[src/rtl/csw_pkg.sv]
// constants shared by the bus switch control logic
// assumes a single 10 MHz system clock and an upstream serial bus up to 400 kHz
package csw_pkg;
    localparam int unsigned CLK_HZ = 10_000_000;
    // fixed upper four bits of the target address (arbitrary value)
    localparam logic [3:0] ADDR_FIXED_HI = 4'he;
    localparam int unsigned NUM_CH = 4;
    localparam int unsigned BYTE_BITS = 8;
    localparam logic [7:0] CTRL_RESET = 8'h00;
    localparam logic [3:0] BIT_LAST = 4'h7;
    localparam logic [3:0] BIT_ACK = 4'h8;
    localparam int unsigned RW_BIT = 0;
    // least reset low pulse, in ns
    localparam int unsigned MIN_RESET_LOW_PULSE_NS = 500;
    localparam int unsigned RST_CYCLES =
        (MIN_RESET_LOW_PULSE_NS * (CLK_HZ / 1_000_000) + 999) / 1000;
    localparam logic [3:0] RST_CNT_MAX = 4'(RST_CYCLES);
    typedef enum logic [2:0] {
        CSW_IDLE = 3'b000,
        CSW_ADDR = 3'b001,
        CSW_AACK = 3'b010,
        CSW_WDAT = 3'b011,
        CSW_WACK = 3'b100,
        CSW_RDAT = 3'b101,
        CSW_RACK = 3'b110
    } csw_state_t;
endpackage : csw_pkg

[src/rtl/csw_sync.sv]
// two flip-flop synchroniser for one input from outside the clock domain
// assumes i_clk_sys and an asynchronous active-low reset
module csw_sync (
    // clock and reset
    input wire logic i_clk_sys,
    input wire logic i_rst_b,
    // data
    input wire logic i_async,
    output logic o_sync
);
    logic meta_reg;
    always_ff @(posedge i_clk_sys or negedge i_rst_b)
    begin
        if (!i_rst_b)
        begin
            meta_reg <= 1'b1;
            o_sync <= 1'b1;
        end
        else
        begin
            meta_reg <= i_async;
            o_sync <= meta_reg;
        end
    end
endmodule : csw_sync

[src/rtl/csw_rst_filter.sv]
// qualifies the external reset pin: accepted only after a minimum low time
// assumes the pin arrives already synchronised
module csw_rst_filter (
    // clock and reset
    input wire logic i_clk_sys,
    input wire logic i_rst_b,
    // pin level
    input wire logic i_pin_sync,
    output logic o_soft_rst
);
    logic [3:0] cnt_reg;
    logic [3:0] cnt_next;
    logic hit_reg;
    logic hit_next;
    always_comb
    begin
        cnt_next = 4'h0;
        hit_next = 1'b0;
        if (!i_pin_sync)
        begin
            cnt_next = (cnt_reg == csw_pkg::RST_CNT_MAX) ? cnt_reg
                : cnt_reg + 4'h1;
            hit_next = (cnt_next == csw_pkg::RST_CNT_MAX);
        end
    end
    always_ff @(posedge i_clk_sys or negedge i_rst_b)
    begin
        if (!i_rst_b)
        begin
            cnt_reg <= 4'h0;
            hit_reg <= 1'b0;
        end
        else
        begin
            cnt_reg <= cnt_next;
            hit_reg <= hit_next;
        end
    end
    assign o_soft_rst = hit_reg;
endmodule : csw_rst_filter

[src/rtl/csw_switch.sv]
// Contract
// master sends the seven bit target address right after start.
// three strap inputs form part of the target address.
// eighth bit after address: one reads, zero writes.
// after address ack on write, next byte goes to control register.
// with several data bytes only the last one is kept.
// control register is writable and readable; read gives channel status.
// only low four bits select channels, bit n enables channel n.
// new selection takes effect only at the following stop condition.
// master issues stop right after the control byte acknowledge.
// power-up and reset clear the control register to zero.
// any combination of channels may be connected together.
// reset pin low returns bus logic to idle, deselects channels.
// power-on reset has the same effect as the reset pin.
// serial interface works at any clock from zero to 400 kHz.
// reset pin counts only after a minimum low pulse width.
// each received byte is acknowledged by holding data low.
// after power-on release, register and bus logic start at zero.
// address is fixed upper bits plus straps; mismatches ignored.
//
// control logic of a four channel upstream bus switch
// assumes i_rst_b is the internal power-on reset; all pins are asynchronous
module csw_switch (
    // clock and power-on reset
    input wire logic i_clk_sys,
    input wire logic i_rst_b,
    // reset pin and address straps
    input wire logic i_reset_pin_b,
    input wire logic i_addr_strap_bit0,
    input wire logic i_addr_strap_bit1,
    input wire logic i_addr_strap_bit2,
    // upstream bus
    input wire logic i_up_clk,
    input wire logic i_up_data,
    output logic o_up_data_out,
    output logic o_up_data_oe,
    // downstream channel connections and register image
    output logic [3:0] o_ch_connect,
    output logic [7:0] o_channel_select
);
    logic scl_s;
    logic sda_s;
    logic rpin_s;
    logic [2:0] strap_s;
    logic soft_rst;

    // every pin passes two flip-flops before any logic reads it
    csw_sync u_sync_scl (
        .i_clk_sys(i_clk_sys),
        .i_rst_b(i_rst_b),
        .i_async(i_up_clk),
        .o_sync(scl_s)
    );
    csw_sync u_sync_sda (
        .i_clk_sys(i_clk_sys),
        .i_rst_b(i_rst_b),
        .i_async(i_up_data),
        .o_sync(sda_s)
    );
    csw_sync u_sync_rst (
        .i_clk_sys(i_clk_sys),
        .i_rst_b(i_rst_b),
        .i_async(i_reset_pin_b),
        .o_sync(rpin_s)
    );
    csw_sync u_sync_a0 (
        .i_clk_sys(i_clk_sys),
        .i_rst_b(i_rst_b),
        .i_async(i_addr_strap_bit0),
        .o_sync(strap_s[0])
    );
    csw_sync u_sync_a1 (
        .i_clk_sys(i_clk_sys),
        .i_rst_b(i_rst_b),
        .i_async(i_addr_strap_bit1),
        .o_sync(strap_s[1])
    );
    csw_sync u_sync_a2 (
        .i_clk_sys(i_clk_sys),
        .i_rst_b(i_rst_b),
        .i_async(i_addr_strap_bit2),
        .o_sync(strap_s[2])
    );
    csw_rst_filter u_rst_filter (
        .i_clk_sys(i_clk_sys),
        .i_rst_b(i_rst_b),
        .i_pin_sync(rpin_s),
        .o_soft_rst(soft_rst)
    );

    // edge and condition detection on synchronised lines
    logic scl_d_reg;
    logic scl_d_next;
    logic sda_d_reg;
    logic sda_d_next;
    logic scl_rise;
    logic scl_fall;
    logic start_cond;
    logic stop_cond;
    always_comb
    begin
        scl_d_next = scl_s;
        sda_d_next = sda_s;
        scl_rise = scl_s && !scl_d_reg;
        scl_fall = !scl_s && scl_d_reg;
        // data falls while clock stays high
        start_cond = scl_s && scl_d_reg && sda_d_reg && !sda_s;
        // data rises while clock stays high
        stop_cond = scl_s && scl_d_reg && !sda_d_reg && sda_s;
    end
    always_ff @(posedge i_clk_sys or negedge i_rst_b)
    begin
        if (!i_rst_b)
        begin
            scl_d_reg <= 1'b1;
            sda_d_reg <= 1'b1;
        end
        else
        begin
            scl_d_reg <= scl_d_next;
            sda_d_reg <= sda_d_next;
        end
    end

    // bus state machine, register and outputs
    csw_pkg::csw_state_t state_reg;
    csw_pkg::csw_state_t state_next;
    logic [3:0] bit_reg;
    logic [3:0] bit_next;
    logic [7:0] shift_reg;
    logic [7:0] shift_next;
    logic [7:0] ctrl_reg;
    logic [7:0] ctrl_next;
    logic [3:0] conn_reg;
    logic [3:0] conn_next;
    logic oe_reg;
    logic oe_next;
    logic dout_reg;
    logic dout_next;
    logic addr_match;
    logic rd_req;
    logic [6:0] my_addr;
    logic [csw_pkg::NUM_CH-1:0] ch_enable;
    assign my_addr = {csw_pkg::ADDR_FIXED_HI, strap_s};
    assign addr_match = (shift_reg[7:1] == my_addr);
    assign rd_req = shift_reg[csw_pkg::RW_BIT];

    // each channel follows its own enable bit
    genvar ch;
    generate
        for (ch = 0; ch < csw_pkg::NUM_CH; ch = ch + 1)
        begin : g_chan
            assign ch_enable[ch] = ctrl_reg[ch];
        end
    endgenerate

    always_comb
    begin
        state_next = state_reg;
        bit_next = bit_reg;
        shift_next = shift_reg;
        ctrl_next = ctrl_reg;
        conn_next = conn_reg;
        oe_next = oe_reg;
        dout_next = 1'b0;
        if (soft_rst)
        begin
            state_next = csw_pkg::CSW_IDLE;
            bit_next = 4'h0;
            shift_next = csw_pkg::CTRL_RESET;
            ctrl_next = csw_pkg::CTRL_RESET;
            conn_next = 4'h0;
            oe_next = 1'b0;
        end
        else if (start_cond)
        begin
            state_next = csw_pkg::CSW_ADDR;
            bit_next = 4'h0;
            oe_next = 1'b0;
        end
        else if (stop_cond)
        begin
            state_next = csw_pkg::CSW_IDLE;
            bit_next = 4'h0;
            oe_next = 1'b0;

            conn_next = ch_enable;
        end
        else
        begin
            case (state_reg)
                csw_pkg::CSW_ADDR, csw_pkg::CSW_WDAT:
                begin
                    if (scl_rise)
                    begin
                        shift_next = {shift_reg[6:0], sda_s};
                        bit_next = bit_reg + 4'h1;
                    end
                    else if (scl_fall && bit_reg == csw_pkg::BIT_ACK)
                    begin
                        bit_next = 4'h0;
                        if (state_reg == csw_pkg::CSW_WDAT)
                        begin
                            ctrl_next = shift_reg;
                            oe_next = 1'b1;
                            state_next = csw_pkg::CSW_WACK;
                        end
                        else if (addr_match)
                        begin
                            oe_next = 1'b1;
                            state_next = csw_pkg::CSW_AACK;
                        end
                        else
                        begin
                            state_next = csw_pkg::CSW_IDLE;
                        end
                    end
                end
                csw_pkg::CSW_AACK, csw_pkg::CSW_WACK:
                begin
                    if (scl_fall)
                    begin
                        bit_next = 4'h0;
                        if (state_reg == csw_pkg::CSW_AACK && rd_req)
                        begin

                            shift_next = ctrl_reg;
                            oe_next = !ctrl_reg[7];
                            state_next = csw_pkg::CSW_RDAT;
                        end
                        else
                        begin
                            oe_next = 1'b0;
                            state_next = csw_pkg::CSW_WDAT;
                        end
                    end
                end
                csw_pkg::CSW_RDAT:
                begin
                    if (scl_fall)
                    begin
                        if (bit_reg == csw_pkg::BIT_LAST)
                        begin
                            oe_next = 1'b0;
                            state_next = csw_pkg::CSW_RACK;
                        end
                        else
                        begin
                            shift_next = {shift_reg[6:0], 1'b0};
                            oe_next = !shift_reg[6];
                            bit_next = bit_reg + 4'h1;
                        end
                    end
                end
                csw_pkg::CSW_RACK:
                begin
                    if (scl_rise)
                    begin
                        bit_next = 4'h0;
                        // master ack: send again; nack: release
                        shift_next[csw_pkg::RW_BIT] = 1'b1;
                        state_next = sda_s ? csw_pkg::CSW_IDLE
                            : csw_pkg::CSW_AACK;
                    end
                end
                default:
                begin
                    state_next = csw_pkg::CSW_IDLE;
                end
            endcase
        end
    end

    always_ff @(posedge i_clk_sys or negedge i_rst_b)
    begin
        if (!i_rst_b)
        begin
            state_reg <= csw_pkg::CSW_IDLE;
            bit_reg <= 4'h0;
            shift_reg <= csw_pkg::CTRL_RESET;
            ctrl_reg <= csw_pkg::CTRL_RESET;
            conn_reg <= 4'h0;
            oe_reg <= 1'b0;
            dout_reg <= 1'b0;
        end
        else
        begin
            state_reg <= state_next;
            bit_reg <= bit_next;
            shift_reg <= shift_next;
            ctrl_reg <= ctrl_next;
            conn_reg <= conn_next;
            oe_reg <= oe_next;
            dout_reg <= dout_next;
        end
    end

    // 10 MHz oversampling covers upstream clocks from dc to 400 kHz  R14
    assign o_up_data_out = dout_reg;
    assign o_up_data_oe = oe_reg;
    assign o_ch_connect = conn_reg;
    assign o_channel_select = ctrl_reg;
endmodule : csw_switch

[config.mk]
export PLATFORM = sky130hd
export DESIGN_NAME = csw_switch
export DESIGN_NICKNAME = d
export VERILOG_FILES = /design/src/rtl/csw_pkg.sv /design/src/rtl/csw_sync.sv /design/src/rtl/csw_rst_filter.sv /design/src/rtl/csw_switch.sv
export SDC_FILE = /design/constraint.sdc
export NUM_CORES = 1
export LEC_CHECK = 0
export ABC_AREA = 1
export ABC_CLOCK_PERIOD_IN_PS = 3700
export BUFFER_PORTS_ARGS = -buffer_cell sky130_fd_sc_hd__buf_2
export CAP_MARGIN = 5
export CELL_PAD_IN_SITES_DETAIL_PLACEMENT = 0
export CELL_PAD_IN_SITES_GLOBAL_PLACEMENT = 1
export CORE_ASPECT_RATIO = 0.9
export CORE_MARGIN = 4
export CORE_UTILIZATION = 30
export DETAILED_ROUTE_END_ITERATION = 8
export PLACE_DENSITY_LB_ADDON = 0.1
export SKIP_CTS_REPAIR_TIMING = 1
export SYNTH_ARGS = -nofsm -noshare
export SYNTH_HDL_FRONTEND = slang
export SYNTH_SLANG_ARGS = --single-unit
[constraint.sdc]
create_clock -name i_clk_sys -period 3.7 [get_ports i_clk_sys]
set_clock_uncertainty 0.05 [all_clocks]
set_input_delay 0.37 -clock i_clk_sys [delete_from_list [all_inputs] [get_ports i_clk_sys]]
set_output_delay 0.37 -clock i_clk_sys [all_outputs]
set_load 0.02 [all_outputs]
== Yosys cells after proc, flatten, opt, wreduce, memory -nomap -nowiden ==
Index checks and enable logic that the tools add are counted.

* Add/sub/neg operators: 2
* Equal/unequal tests: 29
* Muxes and demuxes: 60
* Reduce and logical (&&, ||, !) cells: 32

{| class="wikitable"
|+ Operators with widths
! kind !! number
|-
| 2-to-1 mux 8 bit || 15
|-
| 2-to-1 mux 4 bit || 14
|-
| != test 5 x 4 -> 1 bit (second input constant) || 7
|-
| 2-to-1 mux 3 bit || 11
|-
| AND reduction 6 bit || 4
|-
| case mux 7 bit (3 select lines) || 1
|-
| != test 3 x 2 -> 1 bit (second input constant) || 6
|-
| case mux 4 bit (4 select lines) || 1
|-
| 2-to-1 mux 1 bit || 13
|-
| == test 4 x 3 -> 1 bit (second input constant) || 3
|-
| != test 6 x 5 -> 1 bit (second input constant) || 2
|-
| case mux 3 bit (4 select lines) || 1
|-
| == test 3 bit (second input constant) || 3
|-
| logical AND 1 bit || 9
|-
| AND reduction 9 bit || 1
|-
| adder 4 x 1 -> 4 bit (second input constant) || 2
|-
| AND reduction 8 bit || 1
|-
| nonzero test 2 bit || 4
|-
| == test 7 bit || 1
|-
| nonzero test 7 bit || 1
|-
| == test 3 x 2 -> 1 bit (second input constant) || 2
|-
| zero test 1 bit || 6
|-
| != test 2 x 1 -> 1 bit (second input constant) || 3
|-
| nonzero test 6 bit || 1
|-
| other kinds (9) || 11
|}

* Bits in registers: 47
* Input bits: 8
* Word-level logic and storage cells: 146

== Depth between registers and ports, before layout ==
Gate-level depths: netlist of the first run.

* Depth in word-level cells: 9
* Gate-level depth with buffers: 11

== Modules after synthesis ==
A second synthesis of the first run with hierarchy kept.

* Cell total of the unflattened synthesis: 322
* Area total of the unflattened synthesis: 2561.2 um^2

{| class="wikitable"
|+ Modules (own cells, without submodules)
! module !! times used !! cells an instance !! area each (um^2)
|-
| csw_switch || 1 || 282 || 1991.9
|-
| csw_sync || 6 || 2 || 52.6
|-
| csw_rst_filter || 1 || 28 || 254.0
|}

== Least setup slack after synthesis of the first run ==
OpenSTA, ideal clock, no wires.

* Path kind: flip-flop to flip-flop
* Start: register u_sync_sda.o_sync
* End: register bit_reg[0]
* Library setup time: 0.117 ns
* Arrival: 1.400 ns
* Required time: 3.533 ns
* Setup slack: 2.133 ns
* Cell stages (with the launch flop): 12
* Path buffers: 0
* Clock period less this slack: 1.567 ns
* Path through: dfstp_2 > inv_1 > nor2_1 > nand2_2 > nand2_4 > inv_2 > nand2_1 > nand2_2 > nor2_4 > inv_2 > nand2_1 > nand2_1

* Word-level cells in the longest chain between the ends: 4
* Elaborated cells on any way between the ends: 13
* Those cells by class: eq/ne: 5; mux: 3; reduce/logical: 5

{| class="wikitable"
|+ RTL lines
! item !! line !! text
|-
| from (decl) || csw_sync.sv:9 || <nowiki>output logic o_sync</nowiki>
|-
| from (signal assigned) || csw_sync.sv:22 || <nowiki>o_sync <= meta_reg;</nowiki>
|-
| zero test 1 bit / logical AND 1 bit (equally long branches) || csw_switch.sv:107, csw_switch.sv:109 ||
|-
| logical AND 1 bit / 2-to-1 mux 4 bit (equally long branches) || csw_switch.sv:107, csw_switch.sv:181 ||
|-
| != test 6 x 5 -> 1 bit (no line), or another cell as far along || n/a ||
|-
| AND reduction 6 bit (no line) / 2-to-1 mux 4 bit (equally long branches) || n/a ||
|-
| to (signal assigned) || csw_switch.sv:289 || <nowiki>bit_reg <= bit_next;</nowiki>
|-
| to (decl) || csw_switch.sv:128 || <nowiki>logic [3:0] bit_reg;</nowiki>
|}

Several ways; a longest one is shown, not always the timed one.
A chain may end at the register's enable or synchronous reset.

== Worst setup path in the final report of the first run ==
* Start: register u_rst_filter.hit_reg, in the netlist u_rst_filter.o_soft_rst
* End: register shift_reg[6]

* Word-level cells in the longest chain between the ends: 2
* Elaborated cells on any way between the ends: 10
* Those cells by class: eq/ne: 7; mux: 1; reduce/logical: 2

{| class="wikitable"
|+ RTL lines
! item !! line !! text
|-
| from (decl) || csw_rst_filter.sv:13 || <nowiki>logic hit_reg;</nowiki>
|-
| from (signal assigned) || csw_rst_filter.sv:36 || <nowiki>hit_reg <= hit_next;</nowiki>
|-
| != test 3 x 2 -> 1 bit (no line), or another cell as far along || n/a ||
|-
| AND reduction 8 bit (no line) || n/a ||
|-
| to (signal assigned) || csw_switch.sv:280 || <nowiki>shift_reg <= csw_pkg::CTRL_RESET;</nowiki>
|-
| to (signal assigned) || csw_switch.sv:290 || <nowiki>shift_reg <= shift_next;</nowiki>
|-
| to (decl) || csw_switch.sv:130 || <nowiki>logic [7:0] shift_reg;</nowiki>
|}

Several ways; a longest one is shown, not always the timed one.

==> impl_metrics.json, run 1 <==
{
  "yosys.cell_types.count": 35,
  "dpl_cell_area_sq_um": 2720,
  "slowest_delay_ns": 0.64,
  "finalCritPeriodShare_pct": 59.2,
  "path_clk_slew_ns": 0.10,
  "drt-total-wl_mm": 6.45,
  "fp.coreArea_sq_um": 8110,
  "cp_slowest_cell": "inv_1",
  "maxCapViolCount": 0,
  "yosysSeqAreaShare_pct": 47.5,
  "criticalPathCategory": "flop to flop",
  "drive_gt1_share_pct": 21.5,
  "arrival_ns": 2.39,
  "cts_buffers": 5,
  "start_util_pct": 31.0,
  "powerDensity_nw_per_um2": 423,
  "cts_num_sinks": 47,
  "n_antenna_cell": 0,
  "stdcell_count": 439,
  "avgSynthCellArea_sq_um": 8.00,
  "cpMostUsedCell": "nand2_1",
  "synth.most_common_cell": "nand2_1",
  "cts_buffer_depth": 2,
  "grt_pass1_wl_mm": 11.2,
  "route.detailed.drc": 0,
  "ys_warn_count": 0,
  "h-tree-depth": 2,
  "critical_path_buf_inv_count": 1,
  "avgRoutedWirePerCell_um": 14.7,
  "worstSkewPairLatency_ns": 0.31,
  "p_leak_nw": 1.40,
  "io_buffers": 20,
  "num-fill-cells": 858,
  "dp_worst_setup_slack_ns": 1.53,
  "ir_worst_vdd_v": 0.000190,
  "synth_top_area_share_pct": 32.9,
  "syn-instance-count": 314,
  "startpoint": "u_rst_filter.o_soft_rst$_DFF_PN0_",
  "final_antenna_net_count": 0,
  "fin_ws_ns": 1.51,
  "fin_nets": 351,
  "drt_iter0_drc": 72,
  "holdWs_ns": 0.0979,
  "dieArea_sq_um": 9900,
  "dp.cells": 430,
  "antenna_found_initial": 0,
  "synth-edff-count": 0,
  "die_w_um": 104,
  "hpwl_mm": 4.86,
  "io_pins": 22,
  "rsz0062_at_grt": "false",
  "slew_violations": 0,
  "synth_top_area_cell": "dfrtp_1",
  "rows": 31,
  "synth_commonest_cells": "75 x nand2_1, 36 x nand3_1, 34 x nor2_1",
  "cp_max_fo": 25,
  "crit_family": "buffers and inverters",
  "syn_nets": 326,
  "grt_pass1_vias": 2167,
  "multi_input_area_sq_um": 1150,
  "period_needed_ns": 2.19,
  "grt_start_max_net_pins": 30,
  "min-delay-start": "i_addr_strap_bit2",
  "startpoint_type": "flop",
  "synth-main-ff-cell": "dfrtp_1",
  "synth_area_leaders": "dfrtp_1 33%, dfstp_2 15%, nand2_1 11%",
  "drt-vias-per-instance": 4.80,
  "vias": 2108,
  "place_congestion": 0.901,
  "die_h_um": 94.8,
  "cts_tree": "yes",
  "dr.pass1.iters": 4,
  "design_area_sq_um": 2820,
  "end_kind": "flop",
  "setup_tns_ns": 0,
  "setup_violations": 0,
  "async_reset_ff_share_pct": 100,
  "regArea_sq_um": 1190,
  "synth_seq_cells": 47,
  "crit_chain": "inv_1 -> o21ai_0 -> o22ai_2 -> nor2_4 -> nand2_4 -> nand2_1 -> nand2_1",
  "fmax_mhz": 457,
  "post-route-util_pct": 34.8,
  "root_buffer": "clkbuf_8",
  "finalHoldViolCount": 0,
  "grt.total_usage_pct": 14.3,
  "cp_data_required_time_ns": 3.90,
  "syn_to_final_growth_pct": 12.4,
  "relSlewSlack_pct": 48.4,
  "grt_overflow": 0,
  "tightest_slew_ns": 0.773,
  "r2r_start": "u_rst_filter.o_soft_rst$_DFF_PN0_",
  "syn_area_sq_um": 2510,
  "min_path_type": "input pin to flop",
  "outcome": "finished, final reports clean",
  "p_total_mw": 1.19
}
## worst register-to-register path, stage by stage, from the launching register on
cell	delay, ns
dfrtp_1	0.54
inv_1	0.64
o21ai_0	0.33
o22ai_2	0.26
nor2_4	0.10
nand2_4	0.12
nand2_1	0.05
nand2_1	0.05
## final timing paths
| kind | slack (ns) | to | cells after the start |
|---|---|---|---|
| worst max-delay path | 1.51 | shift_reg[6]$_DFFE_PN0P_ | 7 |
| min in group asynchronous | 0.49 | bit_reg[1]$_DFFE_PN0P_ | 2 |
| max in group asynchronous | 2.33 | sda_d_reg$_DFF_PN1_ | 3 |
| worst max register to register | 1.51 | shift_reg[6]$_DFFE_PN0P_ | 7 |
| worst min-delay path | 0.1 | u_sync_a2.meta_reg$_DFF_PN1_ | 1 |
| worst min register to register | 0.31 | u_sync_sda.o_sync$_DFF_PN1_ | 0 |
## routing by layer
layer / wire [um] / track usage, % / up-vias / share of wire, %
met3: 217 / 2.73 / 8 / 3.4
met1: 3300 / 19.6 / 999 / 51
met5: 0 / 0 / - / 0
met4: 64 / 3.88 / 0 / 0.99
met2: 2870 / 23.2 / 36 / 44
li1: - / - / 1065 / -
## cell type report
type | count | area share [%]
clock buffer | 5 | 2.44
clock inverter | 3 | 0.798
inverter | 38 | 5.23
multi-input combinational | 225 | 40.7
sequential | 47 | 42.3
tap | 99 | 4.39
timing repair buffer | 22 | 4.17
## cell usage in the layout, fill, tap and decap left out, drive strengths merged, types with 2 or more instances in the layout
master and n:
a211oi 3, a21oi 13, buf 21, clkbuf 5, clkinv 3, dfrtp 33, dfstp 14, ha 4
inv 38, nand2 85, nand3 38, nand4 4, nor2 40, nor3 2, o21ai 22, o22ai 4
xor2 2
## kinds of logic (layout without fill, tap and decap cells)
family	count (synthesis)	count (layout)	share of synthesized area, %
buf+inv	42	68	6.77
xor+xnor	3	3	1.05
simple gates	174	174	33.1
other cells	1	1	0.149
fa+ha+maj	4	4	1.99
compound gates	43	43	9.41
flops	47	47	47.5
## power breakdown
group	switching [mW]	internal, mW	total (mW)	leakage [nW]
combinational	0.155	0.0832	0.238	0.757
clock	0.189	0.136	0.324	0.0485
sequential	0.0523	0.578	0.630	0.597
total	0.396	0.797	1.19	1.40
No activity file was read; power rests on OpenSTA's default activity.
==> run 2: changes to the inputs <==
--- a/config.mk
+++ b/config.mk
@@ -6,7 +6,7 @@
 export NUM_CORES = 1
 export LEC_CHECK = 0
 export ABC_AREA = 1
-export ABC_CLOCK_PERIOD_IN_PS = 3700
+export ABC_CLOCK_PERIOD_IN_PS = 2100
 export BUFFER_PORTS_ARGS = -buffer_cell sky130_fd_sc_hd__buf_2
 export CAP_MARGIN = 5
 export CELL_PAD_IN_SITES_DETAIL_PLACEMENT = 0
==> constraint.sdc (replaced) <==
create_clock -name i_clk_sys -period 2.1 [get_ports i_clk_sys]
set_clock_uncertainty 0.05 [all_clocks]
set_input_delay 0.21 -clock i_clk_sys [delete_from_list [all_inputs] [get_ports i_clk_sys]]
set_output_delay 0.21 -clock i_clk_sys [all_outputs]
set_load 0.02 [all_outputs]
==> run 2 against run 1 <==
Compared with the run above:
- via count fell by 1.0%
- wire length decreased by 0.37%
- sequential power increased by 76%
- design area increased by 3.2%
- global-route usage fell by 0.63 points
- utilization is 1.1 points higher
==> impl_metrics.json, run 2 (synthesis results as in run 1) <==
{
  "outcome": "finished, final reports clean",
  "cts_num_sinks": 47,
  "slowest_delay_ns": 0.54,
  "worstSkewPairLatency_ns": 0.30,
  "p_leak_nw": 1.45,
  "cp_data_required_time_ns": 2.25,
  "place_congestion": 0.852,
  "setup_tns_ns": 0,
  "rows": 31,
  "whs_path_depth": 0,
  "syn_to_final_growth_pct": 16.0,
  "avgRoutedWirePerCell_um": 14.3,
  "root_buffer": "clkbuf_8",
  "antenna_found_initial": 0,
  "crit_chain": "inv_1 -> o21ai_0 -> o22ai_2 -> nor2_4 -> nand2_4 -> nand2_1 -> nand2_1",
  "end_kind": "flop",
  "drt_iter0_drc": 133,
  "dr.pass1.iters": 4,
  "slew_violations": 0,
  "startpoint_type": "flop",
  "mostFrequentLayoutCells": "75 x nand2_1, 36 x nand3_1, 34 x nor2_1, 33 x dfrtp_1, 30 x inv_1",
  "cp_slowest_cell": "dfstp_2",
  "grt_pass1_vias": 2077,
  "n_antenna_cell": 0,
  "cts_tree": "yes",
  "setup_violations": 0,
  "ir_worst_vdd_v": 0.000374,
  "drive_gt1_share_pct": 21.8,
  "final_antenna_net_count": 0,
  "grt_overflow": 0,
  "grt_pass1_wl_mm": 10.7,
  "num-fill-cells": 865,
  "min-delay-start": "u_sync_a1.meta_reg$_DFF_PN1_",
  "grt_start_max_net_pins": 48,
  "fmax_mhz": 553,
  "io_buffers": 20,
  "cp_max_fo": 8,
  "io_pins": 22,
  "dp_worst_setup_slack_ns": 0.312,
  "drt-total-wl_mm": 6.43,
  "criticalPathCategory": "flop to flop",
  "h-tree-depth": 2,
  "dieArea_sq_um": 9900,
  "whs_endpoint": "u_sync_a1.o_sync$_DFF_PN1_",
  "r2r_start": "scl_d_reg$_DFF_PN1_",
  "dpl_cell_area_sq_um": 2760,
  "path_clk_slew_ns": 0.10,
  "powerDensity_nw_per_um2": 720,
  "die_h_um": 94.8,
  "arrival_ns": 1.95,
  "fin_ws_ns": 0.291,
  "vias": 2086,
  "fin_nets": 360,
  "post-route-util_pct": 35.9,
  "period_needed_ns": 1.81,
  "route.detailed.drc": 0,
  "maxCapViolCount": 0,
  "holdWs_ns": 0.310,
  "min_path_type": "flop to flop",
  "multi_input_area_sq_um": 1150,
  "layout_commonest_cell": "nand2_1",
  "reg2reg_depth": 7,
  "cts_buffers": 5,
  "r2r_end": "shift_reg[6]$_DFFE_PN0P_",
  "finalHoldViolCount": 0,
  "hpwl_mm": 4.71,
  "drt-vias-per-instance": 4.66,
  "design_area_sq_um": 2910,
  "grt.total_usage_pct": 13.7,
  "cpMostUsedCell": "nand2_1",
  "reg2reg_setup_slack_ns": 0.29,
  "die_w_um": 104,
  "rsz0062_at_grt": "false",
  "fp.coreArea_sq_um": 8110,
  "finalCritPeriodShare_pct": 86.1,
  "regArea_sq_um": 1190,
  "cts_buffer_depth": 2,
  "start_util_pct": 31.0
}
[run 2: cell count changes in the layout (fill, tap and decap cells not counted)]
cell / delta
dlygate4sd3_1: +6
buf_4: +2
buf_12: +1
clkinv_2: +1
clkinv_4: -1
[run 2: worst max-delay path by stage]
stage	startpoint	endpoint	slack [ns]	depth (start not counted)
3_5_place_dp	scl_d_reg$_DFF_PN1_	o_channel_select[2]$_DFFE_PN0P_	0.31	6
5_1_grt	scl_d_reg$_DFF_PN1_	o_channel_select[5]$_DFFE_PN0P_	0.12	6
4_1_cts	scl_d_reg$_DFF_PN1_	o_channel_select[2]$_DFFE_PN0P_	0.28	6
6_report	scl_d_reg$_DFF_PN1_	shift_reg[6]$_DFFE_PN0P_	0.29	7
3_3_place_gp	scl_d_reg$_DFF_PN1_	shift_reg[1]$_DFFE_PN0P_	0.26	7
2_1_floorplan	u_sync_sda.o_sync$_DFF_PN1_	bit_reg[0]$_DFFE_PN0P_	0.53	11
[run 2: layout make-up]
| type | instances | area share (%) |
|---|---|---|
| clock buffer | 5 | 2.36 |
| clock inverter | 3 | 0.644 |
| inverter | 38 | 5.07 |
| multi-input combinational | 225 | 39.4 |
| sequential | 47 | 41.0 |
| tap | 99 | 4.25 |
| timing repair buffer | 31 | 7.30 |
[run 2: critical path, delay by kind of cell, from the launching register on]
family | cells | cell delay, ns
flip-flops | 1 | 0.54
AO/OA/AOI/OAI | 2 | 0.54
buffers and inverters | 1 | 0.06
AND/OR/NAND/NOR | 4 | 0.51
[run 2: through the flow]
stage	power, mW	std cells
after floorplan	1.40	314
after global placement	1.56	433
after detailed placement	1.55	433
after CTS	2.14	441
after global routing	2.26	448
final	2.10	448
[run 2: where the power goes]
part / leakage, nW / internal (mW) / switching, mW / total, mW
Clock: 0.0483 / 0.235 / 0.323 / 0.559
Sequential: 0.597 / 1.02 / 0.0870 / 1.11
Combinational: 0.802 / 0.160 / 0.275 / 0.435
Total: 1.45 / 1.41 / 0.685 / 2.10
[run 2: per-layer routing]
layer / up-vias / track usage [%] / wire (um)
met2: 34 / 21.9 / 2950
met1: 967 / 18.9 / 3230
met3: 2 / 2.53 / 210
met4: 0 / 3.99 / 41
met5: - / 0 / 0
li1: 1083 / - / -
==> run 3: changes to the inputs <==
--- a/config.mk
+++ b/config.mk
@@ -16,6 +16,7 @@
 export CORE_UTILIZATION = 30
 export DETAILED_ROUTE_END_ITERATION = 8
 export PLACE_DENSITY_LB_ADDON = 0.1
+export RECOVER_POWER = 50
 export SKIP_CTS_REPAIR_TIMING = 1
 export SYNTH_ARGS = -nofsm -noshare
 export SYNTH_HDL_FRONTEND = slang
==> run 3 against run 2 <==
Compared with the run above:
- design area fell by 0.52%
- critical path depth stayed put
- critical path type unchanged
- largest cell class unchanged
- largest power group unchanged
- fmax fell by 0.39%
- sequential power about the same
- critical endpoint unchanged
- setup slack got worse by 0.0071 ns
==> impl_metrics.json, run 3 (synthesis results as in run 1) <==
{
  "dp.cells": 433,
  "r2r_end": "shift_reg[6]$_DFFE_PN0P_",
  "fmax_mhz": 551,
  "vias": 2086,
  "tightest_slew_ns": 1.19,
  "criticalPathCategory": "flop to flop",
  "fp.coreArea_sq_um": 8110,
  "place_congestion": 0.852,
  "pwr-share-seq_pct": 52.7,
  "avgRoutedWirePerCell_um": 14.3,
  "min_path_type": "flop to flop",
  "drt_iter0_drc": 134,
  "start_util_pct": 31.0,
  "setup_tns_ns": 0,
  "h-tree-depth": 2,
  "dr.pass1.iters": 4,
  "fin_ws_ns": 0.284,
  "end_kind": "flop",
  "dieArea_sq_um": 9900,
  "syn_to_final_growth_pct": 15.4,
  "stdcell_count": 448,
  "finalHoldViolCount": 0,
  "drt-total-wl_mm": 6.41,
  "drive_gt1_share_pct": 20.9,
  "p_total_mw": 2.09,
  "grt_start_max_net_pins": 48,
  "root_buffer": "clkbuf_8",
  "cts_num_sinks": 47,
  "period_needed_ns": 1.82,
  "hpwl_mm": 4.71,
  "startpoint": "scl_d_reg$_DFF_PN1_",
  "reg2reg_setup_slack_ns": 0.28,
  "grt_overflow": 0,
  "combPwrFrac_pct": 20.6,
  "cts_buffers": 5,
  "die_w_um": 104,
  "io_pins": 22,
  "fin_nets": 360,
  "route.detailed.drc": 0,
  "post-route-util_pct": 35.8,
  "rows": 31,
  "n_antenna_cell": 0,
  "r2r_start": "scl_d_reg$_DFF_PN1_",
  "outcome": "finished, final reports clean",
  "critPathCapture": "shift_reg[6]$_DFFE_PN0P_",
  "startpoint_type": "flop",
  "dpl_cell_area_sq_um": 2760,
  "finalCritPeriodShare_pct": 86.5,
  "rsz0062_at_grt": "false",
  "design_area_sq_um": 2900,
  "powerDensity_nw_per_um2": 722,
  "relSlewSlack_pct": 20.7,
  "worstSkewPairLatency_ns": 0.30,
  "p_switching_mw": 0.684,
  "layout_commonest_cell": "nand2_1",
  "grt_pass1_wl_mm": 10.7,
  "cp_data_required_time_ns": 2.25,
  "p_leak_nw": 1.44,
  "die_h_um": 94.8,
  "drt-vias-per-instance": 4.66,
  "path_clk_slew_ns": 0.10,
  "grt_pass1_vias": 2077,
  "dp_worst_setup_slack_ns": 0.312,
  "maxCapViolCount": 0,
  "cts_buffer_depth": 2,
  "mostFrequentLayoutCells": "75 x nand2_1, 36 x nand3_1, 34 x nor2_1, 33 x dfrtp_1, 30 x inv_1",
  "final_antenna_net_count": 0,
  "cts_tree": "yes",
  "holdWs_ns": 0.310,
  "setup_violations": 0,
  "slew_violations": 0,
  "arrival_ns": 1.96,
  "antenna_found_initial": 0,
  "p_int_mw": 1.41,
  "sw_frac_of_total_pct": 32.7,
  "ir_worst_vdd_v": 0.000374,
  "grt.total_usage_pct": 13.7,
  "reg2reg_depth": 7,
  "cp_max_fo": 8,
  "io_buffers": 20,
  "clock_power_share_pct": 26.7
}
-- run 3: cell count changes in the layout (fill, tap and decap cells not counted) --
| cell | delta |
|---|---|
| clkbuf_2 | +1 |
| buf_12 | -1 |
| dfstp_2 | -3 |
| dfstp_1 | +3 |
-- run 3: per-layer routing --
layer	track usage, %	routed length [um]	vias to the layer above
li1	-	-	1081
met1	18.9	3180	963
met2	21.9	2950	40
met3	2.53	242	2
met4	3.99	41	0
met5	0	0	-
-- run 3: how the worst min path moves through the flow --
| stage | cells after the start | start | to | slack [ns] |
|---|---|---|---|---|
| finish | 0 | u_sync_a1.meta_reg$_DFF_PN1_ | u_sync_a1.o_sync$_DFF_PN1_ | 0.31 |
| global route | 0 | u_sync_a1.meta_reg$_DFF_PN1_ | u_sync_a1.o_sync$_DFF_PN1_ | 0.32 |
| CTS | 2 | i_rst_b | bit_reg[2]$_DFFE_PN0P_ | -0.17 |
| detailed placement | 2 | i_rst_b | u_rst_filter.cnt_reg[2]$_DFF_PN0_ | 0.17 |
| global placement | 2 | i_rst_b | u_rst_filter.cnt_reg[3]$_DFF_PN0_ | 0.17 |
| floorplan | 0 | i_rst_b | bit_reg[0]$_DFFE_PN0P_ | -0.14 |
-- run 3: final cells by class --
| class | instances | area (sq um) |
|---|---|---|
| Clock buffer | 5 | 68.8 |
| Clock inverter | 3 | 18.8 |
| Fill cell | 867 | 5210 |
| Inverter | 38 | 148 |
| Multi-Input combinational cell | 225 | 1150 |
| Sequential cell | 47 | 1190 |
| Tap cell | 99 | 124 |
| Timing Repair Buffer | 31 | 198 |
-- run 3: power groups by stage --
stage          registers (mW)  clock network (mW)  logic [mW]
6_report                 1.10               0.559       0.431
5_1_grt                  1.12               0.630       0.498
4_1_cts                  1.11               0.600       0.434
3_5_place_dp             1.12                   0       0.432
3_3_place_gp             1.13                   0       0.434
2_1_floorplan            1.13                   0       0.272
-- run 3: critical path: stages, from the launching register on --
cell	delay, ns
dfstp_2	0.54
inv_1	0.06
o21ai_0	0.37
o22ai_2	0.18
nor2_4	0.27
nand2_4	0.12
nand2_1	0.08
nand2_1	0.04
